`src/rtl/prio_pkg.sv`:
```
// constants for the interrupt priority register bank
// assumes one 100 MHz clock and an AXI4-Lite register bus
package prio_pkg;

  // register indexes; byte address is four times the index
  localparam int unsigned NUM_REGS = 4;
  localparam logic [1:0] IDX_DEBUG_BREAK_STEP = 2'h0;
  localparam logic [1:0] IDX_DEBUG_TRANSFER   = 2'h1;
  localparam logic [1:0] IDX_FLASH_CLOCK_PINS = 2'h2;
  localparam logic [1:0] IDX_PORTS_CAN        = 2'h3;
  localparam int unsigned BYTES_PER_REG = 4;

  // value of every register after reset
  localparam logic [15:0] REG_RESET = 16'h0000;

  // writable bits per register, highest index first
  localparam logic [3:0][15:0] WR_MASK = {
    16'hfffc,  // ports and can, bits 1..0 reserved
    16'hffcf,  // flash, clock, pins, bits 5..4 reserved
    16'h003f,  // debug transfer, bits 15..6 reserved
    16'h3c00   // debug break and step, 15..14 and 9..0 reserved
  };

  // axi response codes
  localparam logic [1:0] RESP_OKAY   = 2'h0;
  localparam logic [1:0] RESP_SLVERR = 2'h2;

  // field codes and level offsets
  localparam logic [1:0] CODE_OFF   = 2'h0;
  localparam logic [1:0] BASE_DEBUG = 2'h1;  // codes map to 1..3
  localparam logic [1:0] BASE_PLAIN = 2'h0;  // codes map to 0..2
  localparam logic [1:0] FIELD_W    = 2'h2;

  // source table: register, low bit, debug range
  localparam int unsigned NUM_SRC = 19;
  localparam int unsigned SRC_REG [NUM_SRC] = '{
    0, 0, 1, 1, 1, 2, 2, 2, 2, 2, 2, 2, 3, 3, 3, 3, 3, 3, 3};
  localparam int unsigned SRC_LSB [NUM_SRC] = '{
    12, 10, 4, 2, 0, 14, 12, 10, 8, 6, 2, 0,
    14, 12, 10, 8, 6, 4, 2};
  localparam bit SRC_DEBUG [NUM_SRC] = '{
    1, 1, 1, 1, 1, 0, 0, 0, 0, 0, 0, 0,
    0, 0, 0, 0, 0, 0, 0};

endpackage

```
`src/rtl/interrupt_priority_level_regs.sv`:
```
// bank of four priority registers for the interrupt controller
// assumes an AXI4-Lite master on aclk and peripheral requests on aclk
//
// Notes on behaviour
// breakpoint zero field bits 13..12, levels 1..3
// step counter field bits 11..10, levels 1..3
// reserved bits read zero, ignore writes
// debug receive full field bits 5..4
// debug transmit empty field bits 3..2
// trace buffer field bits 1..0, levels 1..3
// flash buffers empty bits 15..14, levels 0..2
// flash command done bits 13..12, levels 0..2
// flash error bits 11..10, levels 0..2
// pll unlock bits 9..8, levels 0..2
// low voltage bits 7..6, levels 0..2
// external pin b bits 3..2
// external pin a bits 1..0
// ports d, e, f at 15..10
// can message buffer bits 9..8
// can wakeup bits 7..6
// can error bits 5..4
// can bus off bits 3..2
// reset disables all; disabled never pending
// first register at offset zero, 15..14 reserved
// fields read back; level shown continuously
// software configures source before nonzero code
`timescale 1ns/10ps
module interrupt_priority_level_regs #(
  parameter int unsigned ADDR_W = 8
) (
  // clock and reset
  input  wire logic                        aclk,
  input  wire logic                        aresetn,
  // write address channel
  input  wire logic [ADDR_W-1:0]           awaddr,
  input  wire logic                        awvalid,
  output logic                             awready,
  // write data channel
  input  wire logic [31:0]                 wdata,
  input  wire logic [3:0]                  wstrb,
  input  wire logic                        wvalid,
  output logic                             wready,
  // write response channel
  output logic [1:0]                       bresp,
  output logic                             bvalid,
  input  wire logic                        bready,
  // read address channel
  input  wire logic [ADDR_W-1:0]           araddr,
  input  wire logic                        arvalid,
  output logic                             arready,
  // read data channel
  output logic [31:0]                      rdata,
  output logic [1:0]                       rresp,
  output logic                             rvalid,
  input  wire logic                        rready,
  // peripheral requests in, gated requests and levels out
  input  wire logic [prio_pkg::NUM_SRC-1:0]   src_request,
  output logic [prio_pkg::NUM_SRC-1:0]        src_enable,
  output logic [2*prio_pkg::NUM_SRC-1:0]      src_level,
  output logic [prio_pkg::NUM_SRC-1:0]        src_pending
);

  localparam int unsigned NS = prio_pkg::NUM_SRC;

  // the decode needs address bits 3..2 plus room to tell unmapped
  if (ADDR_W < 5) begin : g_bad_addr_w
    $error("ADDR_W must be at least 5");
  end

  // whole state of the block
  typedef struct packed {
    logic [3:0][15:0]    regs;    // priority registers
    logic                aw_hold; // write address taken
    logic [ADDR_W-1:0]   awaddr;  // held write address
    logic                w_hold;  // write data taken
    logic [15:0]         wdata;   // held low half of write data
    logic [1:0]          wstrb;   // held strobes for the low half
    logic                awready; // ready for write address
    logic                wready;  // ready for write data
    logic                bvalid;  // write response waiting
    logic [1:0]          bresp;   // write response code
    logic                arready; // ready for read address
    logic                rvalid;  // read data waiting
    logic [31:0]         rdata;   // read data
    logic [1:0]          rresp;   // read response code
    logic [NS-1:0]       en;      // per-source enable
    logic [2*NS-1:0]     lvl;     // per-source level
    logic [NS-1:0]       pend;    // per-source gated request
  } state_t;

  state_t cur_r;                  // registered state
  state_t cur_nxt;                // next state

  // decoder results, combinational from the current registers
  logic [NS-1:0]       dec_en;
  logic [2*NS-1:0]     dec_lvl;
  logic [NS-1:0]       dec_pend;

  // address decode helpers
  logic [ADDR_W-1:0]   wr_addr;   // address of the write to perform
  logic [1:0]          wr_idx;    // register index of that write
  logic                wr_map;    // write lands on a register
  logic [1:0]          rd_idx;    // register index of a read
  logic                rd_map;    // read lands on a register
  logic [15:0]         wr_val;    // write data cut to writable bits

  // one decoder per source, field taken from its fixed position
  for (genvar i = 0; i < NS; i++) begin : g_src
    localparam logic [1:0] BASE_I = prio_pkg::SRC_DEBUG[i]
      ? prio_pkg::BASE_DEBUG : prio_pkg::BASE_PLAIN;
    logic [1:0] field;
    // field placement per source table
    assign field = cur_r.regs[prio_pkg::SRC_REG[i]]
                   [prio_pkg::SRC_LSB[i] +: 2];
    // the decoder output is registered once more below, so every level
    // leaves the block from a flop; the price is one cycle after a write
    level_decode #(
      .BASE    (BASE_I)
    ) u_dec (
      .code    (field),
      .request (src_request[i]),
      .enable  (dec_en[i]),
      .level   (dec_lvl[2*i +: 2]),
      .pending (dec_pend[i])
    );
  end

  // next state: bus slave, register writes and output refresh
  always_comb begin
    cur_nxt = cur_r;
    wr_addr = '0;
    wr_idx  = 2'h0;
    wr_map  = 1'b0;
    rd_idx  = 2'h0;
    rd_map  = 1'b0;
    wr_val  = 16'h0000;

    // levels follow the registers every cycle
    cur_nxt.en   = dec_en;
    cur_nxt.lvl  = dec_lvl;
    cur_nxt.pend = dec_pend;

    // response taken by the master
    if (cur_r.bvalid && bready) begin
      cur_nxt.bvalid = 1'b0;
    end

    // capture write address and data, in either order
    if (awvalid && cur_r.awready) begin
      cur_nxt.aw_hold = 1'b1;
      cur_nxt.awaddr  = awaddr;
    end
    if (wvalid && cur_r.wready) begin
      cur_nxt.w_hold = 1'b1;
      cur_nxt.wdata  = wdata[15:0];
      cur_nxt.wstrb  = wstrb[1:0];
    end

    // both halves present: write and answer in one step
    if (cur_nxt.aw_hold && cur_nxt.w_hold && !cur_r.bvalid) begin
      wr_addr = cur_nxt.awaddr;
      wr_idx  = wr_addr[3:2];
      // upper address bits must be clear and the word aligned
      wr_map  = ((wr_addr >> 4) == '0) && (wr_addr[1:0] == 2'h0);
      // reserved bits never take a written one
      wr_val  = cur_nxt.wdata & prio_pkg::WR_MASK[wr_idx];
      if (wr_map) begin
        if (cur_nxt.wstrb[0]) begin
          cur_nxt.regs[wr_idx][7:0] = wr_val[7:0];
        end
        if (cur_nxt.wstrb[1]) begin
          cur_nxt.regs[wr_idx][15:8] = wr_val[15:8];
        end
        cur_nxt.bresp = prio_pkg::RESP_OKAY;
      end else begin
        // unmapped address: nothing stored, error answer
        cur_nxt.bresp = prio_pkg::RESP_SLVERR;
      end
      cur_nxt.aw_hold = 1'b0;
      cur_nxt.w_hold  = 1'b0;
      cur_nxt.bvalid  = 1'b1;
    end

    // one write at a time: no new beats while a response waits
    cur_nxt.awready = !cur_nxt.aw_hold && !cur_nxt.bvalid;
    cur_nxt.wready  = !cur_nxt.w_hold && !cur_nxt.bvalid;

    // read data taken by the master
    if (cur_r.rvalid && rready) begin
      cur_nxt.rvalid = 1'b0;
    end

    // read: answer one cycle after the address is taken
    if (arvalid && cur_r.arready) begin
      rd_idx = araddr[3:2];
      rd_map = ((araddr >> 4) == '0) && (araddr[1:0] == 2'h0);
      cur_nxt.rvalid = 1'b1;
      if (rd_map) begin
        // masking keeps reserved bits at zero whatever is stored
        cur_nxt.rdata = {16'h0000, cur_r.regs[rd_idx]
                         & prio_pkg::WR_MASK[rd_idx]};
        cur_nxt.rresp = prio_pkg::RESP_OKAY;
      end else begin
        cur_nxt.rdata = 32'h0000_0000;
        cur_nxt.rresp = prio_pkg::RESP_SLVERR;
      end
    end

    // one read at a time
    cur_nxt.arready = !cur_nxt.rvalid;
  end

  // state register; reset clears every field to the off code
  always_ff @(posedge aclk) begin
    if (!aresetn) begin
      cur_r <= '0;
    end else begin
      cur_r <= cur_nxt;
    end
  end

  // outputs straight from the state flops
  assign awready     = cur_r.awready;
  assign wready      = cur_r.wready;
  assign bvalid      = cur_r.bvalid;
  assign bresp       = cur_r.bresp;
  assign arready     = cur_r.arready;
  assign rvalid      = cur_r.rvalid;
  assign rdata       = cur_r.rdata;
  assign rresp       = cur_r.rresp;
  assign src_enable  = cur_r.en;
  assign src_level   = cur_r.lvl;
  assign src_pending = cur_r.pend;

  // per source: level range and level following the field
  for (genvar i = 0; i < NS; i++) begin : g_chk
    if (prio_pkg::SRC_DEBUG[i]) begin : g_dbg

    end else begin : g_pln

    end

  end
endmodule

```
`src/rtl/level_decode.sv`:
```
// one priority field turned into enable, level and gated request
// assumes the field and the request are on the bus clock
`timescale 1ns/10ps
module level_decode #(
  parameter logic [1:0] BASE = prio_pkg::BASE_PLAIN
) (
  // field from the register bank
  input  wire logic [1:0] code,
  // raw request from the peripheral
  input  wire logic       request,
  // decoded result
  output logic            enable,
  output logic [1:0]      level,
  output logic            pending
);

  // a zero code disables the source
  assign enable = (code != prio_pkg::CODE_OFF);

  // nonzero code minus one plus the range base; zero when disabled
  assign level = enable ? 2'(code - 2'h1 + BASE) : 2'h0;

  // a disabled source is never passed on as pending
  assign pending = request & enable;

endmodule

```
`config.mk`:
```
export PLATFORM = sky130hd
export DESIGN_NAME = interrupt_priority_level_regs
export DESIGN_NICKNAME = d
export VERILOG_FILES = /design/src/rtl/prio_pkg.sv /design/src/rtl/interrupt_priority_level_regs.sv /design/src/rtl/level_decode.sv
export SDC_FILE = /design/constraint.sdc
export NUM_CORES = 1
export LEC_CHECK = 0
export BUFFER_PORTS_ARGS = -buffer_cell sky130_fd_sc_hd__buf_2
export CAP_MARGIN = 20
export CORE_MARGIN = 10
export CORE_UTILIZATION = 30
export DETAILED_ROUTE_END_ITERATION = 16
export SYNTH_ARGS = -nofsm -noshare
export SYNTH_HDL_FRONTEND = slang
export SYNTH_SLANG_ARGS = --single-unit
export TNS_END_PERCENT = 100
```
`constraint.sdc`:
```
create_clock -name aclk -period 2.3 [get_ports aclk]
set_input_delay 0.115 -clock aclk [delete_from_list [all_inputs] [get_ports aclk]]
set_output_delay 0.115 -clock aclk [all_outputs]
set_load 0.01 [all_outputs]
```
# Word level (Yosys, flattened, before mapping)
# Cells that the tools add are included.
word_totals:
  ff_bits: 209
  out_inout_bits: 117
  word_cells: 172
op_classes:
  add_sub_neg: 24
  n_lt_le_gt_ge: 3
  muxes: 26
  n_bitwise: 21
  reduce_logical: 60
op_table:
  columns: ["operator", "count"]
  rows:
  - ["two-way mux 64 bit", 4]
  - ["bitwise mux 64 bit", 2]
  - ["binary-select mux 16 bit (select 2 bit)", 3]
  - ["demux 16 bit (select 2 bit)", 2]
  - ["two-way mux 16 bit", 4]
  - ["AND reduction 2 bit", 20]
  - ["nonzero test 2 bit", 19]
  - ["subtractor 2 x 1 -> 2 bit, second input constant", 19]
  - ["two-way mux 35 bit", 1]
  - ["bitwise AND 16 bit", 2]
  - ["bitwise AND 1 bit", 19]
  - ["two-way mux 19 bit", 1]
  - ["two-way mux 18 bit", 1]
  - ["logical NOT 8 bit", 2]
  - ["logical AND 1 bit", 12]
  - ["adder 2 x 1 -> 2 bit, second input constant", 5]
  - ["two-way mux 9 bit", 1]
  - ["two-way mux 8 bit", 1]
  - ["less-than comparator 2 x 3 -> 1 bit, second input constant", 2]
  - ["logical NOT 1 bit", 5]
  - ["logical NOT 2 bit", 2]
  - ["two-way mux 1 bit", 4]
  - ["two-way mux 3 bit", 1]
  - [">= comparator 2 x 1 -> 1 bit, second input constant", 1]
  - ["two-way mux 2 bit", 1]

# Logic depth before layout (Yosys ltp)
logic_depth:
  word_depth: 12
  ltp_mapped: 8
  mapped_depth_nobuf: 7

# Cells and area by module
# A second synthesis with hierarchy kept.
hier_totals:
  cells_unflattened: 753
  hier_area_um2: 7876.3
by_module_without_submodules:
  columns: ["mod", "instances", "cells_per_inst", "area_each_um2"]
  rows:
  - ["interrupt_priority_level_regs", 1, 677, 7349.5]
  - ["level_decode at g_src[10].u_dec ...", 14, 4, 30.0]
  - ["level_decode at g_src[0].u_dec ...", 5, 4, 21.3]

# Worst setup path after synthesis
# Ideal clock, no wire load.
synth_timing:
  path_type: "reg2reg"
  start: "register cur_r, in the netlist awready"
  end: "register cur_r[185] (netlist name)"
  setup_time_ps: 72
  arrival_ps: 2157
  path_slack_ps: 71
  path_stages_with_launch: 8
  n_path_buf: 0
  period_less_slack_ps: 2229
  cell_sequence: "dfxtp_1 > nand2_1 > mux2_2 > inv_1 > ha_1 > nand4_1 > a211oi_4 > mux2i_1"
synth_rtl:
  columns: ["item", "line_no", "rtl"]
  rows:
  - ["from (decl)", "interrupt_priority_level_regs.sv:91", "state_t cur_r;"]
  - ["from (signal assigned)", "interrupt_priority_level_regs.sv:218", "cur_r <= cur_nxt;"]

==> flow_metrics.env <==
export IMPL_seqCellArea_um2=3500
export IMPL_reg2reg_depth=8
export IMPL_crit_reg2reg_launch="awready"
export IMPL_critPathTopFamily="multiplexers"
export IMPL_clock_power_share=0.444
export IMPL_cts_buffers=17
export IMPL_hpwl_um=13100
export IMPL_internal_power_mw=4.85
export IMPL_cp_data_arrival_time_ns=2.50
export IMPL_post_drt_via_cell_ratio=4.13
export IMPL_reg_to_reg_setup_timing_slack_ns=0.15
export IMPL_finalMaxSlewViolations=0
export IMPL_outcome="complete, no violations"
export IMPL_multi_input_area_um2=2830
export IMPL_maxCapViolCount=0
export IMPL_area_delta_synth_final_pct=19.8
export IMPL_cpPeakStageDelay_ns=0.42
export IMPL_pre_cts_setup_slack_ns=0.128
export IMPL_first_global_vias=4930
export IMPL_min_period_ns=2.15
export IMPL_worstSetupPathType="flip-flop to flip-flop"
export IMPL_htreeDepth=4
export IMPL_highest_clock_rate_ghz=0.466
export IMPL_gp_congestion=0.729
export IMPL_power_leakage_nw=3.97
export IMPL_power_switching_mw=1.49
export IMPL_synth_seq_cells=175
export IMPL_detail_route_first_pass_iterations=4
export IMPL_die_w_um=177
export IMPL_initial_antenna_violation_count=1
export IMPL_cts_repair_timing_setup_buffer_count=0
export IMPL_tns_ns=0
export IMPL_reg2reg_to="cur_r[191]"
export IMPL_post_route_worst_setup_slack_ns=0.152
export IMPL_tritoncts="built"
export IMPL_num_rows=57
export IMPL_avgSynthCellArea_um2=10.2
export IMPL_worstMarginPinSlew_ns=0.629
export IMPL_worstSetupStartpointType="flip-flop"
export IMPL_fillerInstances=2453
export IMPL_worstPathMaxFanout=8
export IMPL_post_synth_num_cell_types=40
export IMPL_floorplan_die_height_um=177
export IMPL_layout_nets=948
export IMPL_track_usage=0.111
export IMPL_cts_num_sinks=175
export IMPL_global_route_wire_length_before_repair_um=27100
export IMPL_instances_no_fill=1185
export IMPL_share_comb_of_total_power=0.069
export IMPL_global_route_overflow_total=0
export IMPL_floorplan_io_pins=195
export IMPL_report_final_setup_viol=0
export IMPL_core_area_um2=24300
export IMPL_cpMaxStageDelayCell="mux2_2"
export IMPL_dieArea_um2=31500
export IMPL_antenna_violating_nets_post_route=0
export IMPL_remaining_drc_errors=0
export IMPL_buffer_ports_inserted=158
export IMPL_summed_instance_area_of_the_synthesized_netlist_um2=7430
export IMPL_drt_wirelength_per_cell_um=14.8
export IMPL_grt_start_max_net_pins=35
export IMPL_finalPower_mw=6.34
export IMPL_list_of_cells_traversed_by_the_critical_path="nand2_1 > mux2_2 > inv_1 > ha_1 > nand4_1 > a211oi_4 > buf_6 > mux2i_1"
export IMPL_layout_drive_gt1_share=0.292
export IMPL_path_depth=8
export IMPL_dp_cells=1110
export IMPL_min_period_over_period=0.934
export IMPL_floorplan_initialDensity=0.306
export IMPL_timing_hold_worst_path_depth=3
export IMPL_min_delay_path_class="input port to flip-flop"
export IMPL_clkLatencyLatePin_ns=0.43
export IMPL_power_density_nw_per_um2=712
export IMPL_netlist_instances=732
export IMPL_synth_yosys_warnings=0
export IMPL_worstSetupEndpointType="flip-flop"
export IMPL_ctsLongestPathBuffers=2
export IMPL_vias=4892
export IMPL_worst_ep_required_time_ns=2.65
export IMPL_clock_tree_skew_after_final_layout_ns=0.0101
export IMPL_dr_first_iter_drc_count=229
export IMPL_power_share_switching=0.234
export IMPL_worst_setup_hold_path_clk_slew_ns=0.07
export IMPL_vdd_ir_drop_worst_mv=0.360
export IMPL_yosysSeqAreaShare=0.471
export IMPL_clk_root_buffer_cell="clkbuf_16"
export IMPL_finalHoldViolCount=0
export IMPL_antenna_cells=0
export IMPL_timing_max_slew_rel_slack=0.580
export IMPL_drt_total_wl_um=17500
export IMPL_seq_power_share=0.487
export IMPL_hold_end="rresp[1]"
export IMPL_critical_path_buf_inv_count=2
export IMPL_hold_path_startpoint="arvalid"
[cell type report]
type                       instances  share of cell area
sequential                       175               0.394
multi-input combinational        378               0.318
timing repair buffer             217               0.153
clock buffer                      22              0.0533
tap                              324              0.0456
inverter                          59              0.0249
clock inverter                    10              0.0117
[synthesized netlist by cell type]
cell type	count	area share
nor4b_2	1	0.0020
mux4_2	8	0.024
buf_4	112	0.11
buf_2	4	0.0027
a32oi_1	12	0.014
or2_1	1	0.00084
mux2i_1	64	0.086
o21a_1	5	0.0051
clkbuf_1	21	0.011
nor2b_1	35	0.029
nor4_4	2	0.0057
mux2_1	2	0.0030
nand3b_1	5	0.0051
nand3_4	2	0.0047
or3b_2	2	0.0024
nor4_2	1	0.0017
and3_1	3	0.0025
a211oi_4	8	0.022
mux2_2	1	0.0015
nand3_1	1	0.00067
inv_2	14	0.0071
a22oi_1	4	0.0040
ha_1	22	0.037
nand2_1	71	0.036
or4_1	1	0.0010
conb_1	1	0.00050
a21boi_1	10	0.010
inv_1	45	0.023
o21ai_1	7	0.0047
a21oi_1	2	0.0013
nor3b_1	1	0.0010
nand2_2	1	0.00084
mux2i_2	2	0.0037
nand4_1	4	0.0034
nand2b_1	20	0.017
nor2_1	34	0.017
a21o_1	2	0.0020
or2_2	5	0.0042
dfxtp_1	175	0.47
and2_1	21	0.018
[sequential cells by signal, indices dropped and copies added, names as in the netlist]
| name | flops |
|---|---|
| bresp | 1 |
| rdata | 16 |
| bvalid | 1 |
| arready | 1 |
| rvalid | 1 |
| src_pending | 19 |
| src_enable | 19 |
| awready | 1 |
| src_level | 38 |
| cur_r | 76 |
| rresp | 1 |
| wready | 1 |
[layer usage]
layer	share of wire	routed length [um]	track usage	vias up
met3	0.068	1190	0.0402	16
met4	0.011	193	0.0375	2
met2	0.46	8090	0.177	122
li1	-	-	-	2469
met1	0.46	8000	0.136	2283
met5	0.00074	13	0	-
[cell families (layout without fill, tap and decap cells)]
| family | after synthesis | count (layout) | share of synthesized area |
|---|---|---|---|
| AND/OR/NAND/NOR | 211 | 211 | 0.153 |
| buffers and inverters | 196 | 308 | 0.156 |
| flip-flops | 175 | 175 | 0.471 |
| other | 1 | 18 | 0.000505 |
| adder cells (fa/ha/maj) | 22 | 22 | 0.0370 |
| multiplexers | 77 | 77 | 0.119 |
| AO/OA/AOI/OAI | 50 | 50 | 0.0630 |
[worst register-to-register path, cell delays in order, from the launching register on]
cell	delay, ns
dfxtp_1	0.35
nand2_1	0.10
mux2_2	0.42
inv_1	0.13
ha_1	0.15
nand4_1	0.21
a211oi_4	0.28
buf_6	0.21
mux2i_1	0.22
[power groups by stage]
stage | registers (mW) | clock network (mW) | logic (mW)
after detailed placement | 3.15 | 0 | 0.384
after CTS | 3.08 | 2.92 | 0.444
final | 3.08 | 2.81 | 0.439
after global placement | 3.15 | 0 | 0.380
after floorplan | 3.15 | 0 | 0.267
after global routing | 3.09 | 3.03 | 0.483
[worst max-delay path by stage]
stage	startpoint	endpoint	slack [ns]
after floorplan	awready	cur_r[185]	0.07
after global placement	awready	cur_r[157]	0.17
after detailed placement	awready	cur_r[191]	0.13
after CTS	awready	cur_r[191]	0.09
after global routing	awready	cur_r[189]	-0.006
final	awready	cur_r[191]	0.15
[cells in the final DEF (no fill, tap or decap), types with 17 or more instances in the layout]
cell type | synthesis | final
dfxtp_1 | 175 | 175
buf_2 | 4 | 157
nand2_1 | 71 | 71
mux2i_1 | 64 | 64
inv_1 | 45 | 45
dlygate4sd3_1 | 0 | 43
nor2b_1 | 35 | 35
nor2_1 | 34 | 34
ha_1 | 22 | 22
and2_1 | 21 | 21
nand2b_1 | 20 | 20
conb_1 | 1 | 18
clkbuf_16 | 0 | 17
[what timing repair did]
action / CTS / global route
gates resized for setup: 0 / 1
hold buffers: 43 / 0
endpoints found under the setup margin: 0 / 12
endpoints found under the hold margin: 43 / 0
[stage by stage]
| stage | utilization | hold slack (ns) | instance area [um^2] |
|---|---|---|---|
| floorplan | - | 0.237 | 7490 |
| global placement | 0.324 | 0.314 | 7890 |
| detailed placement | 0.324 | 0.320 | 7890 |
| CTS | 0.366 | 0.00179 | 8890 |
| global route | 0.366 | 0.0403 | 8900 |
| finish | 0.366 | 0.0246 | 8900 |
(Power assumes the default switching activity.)
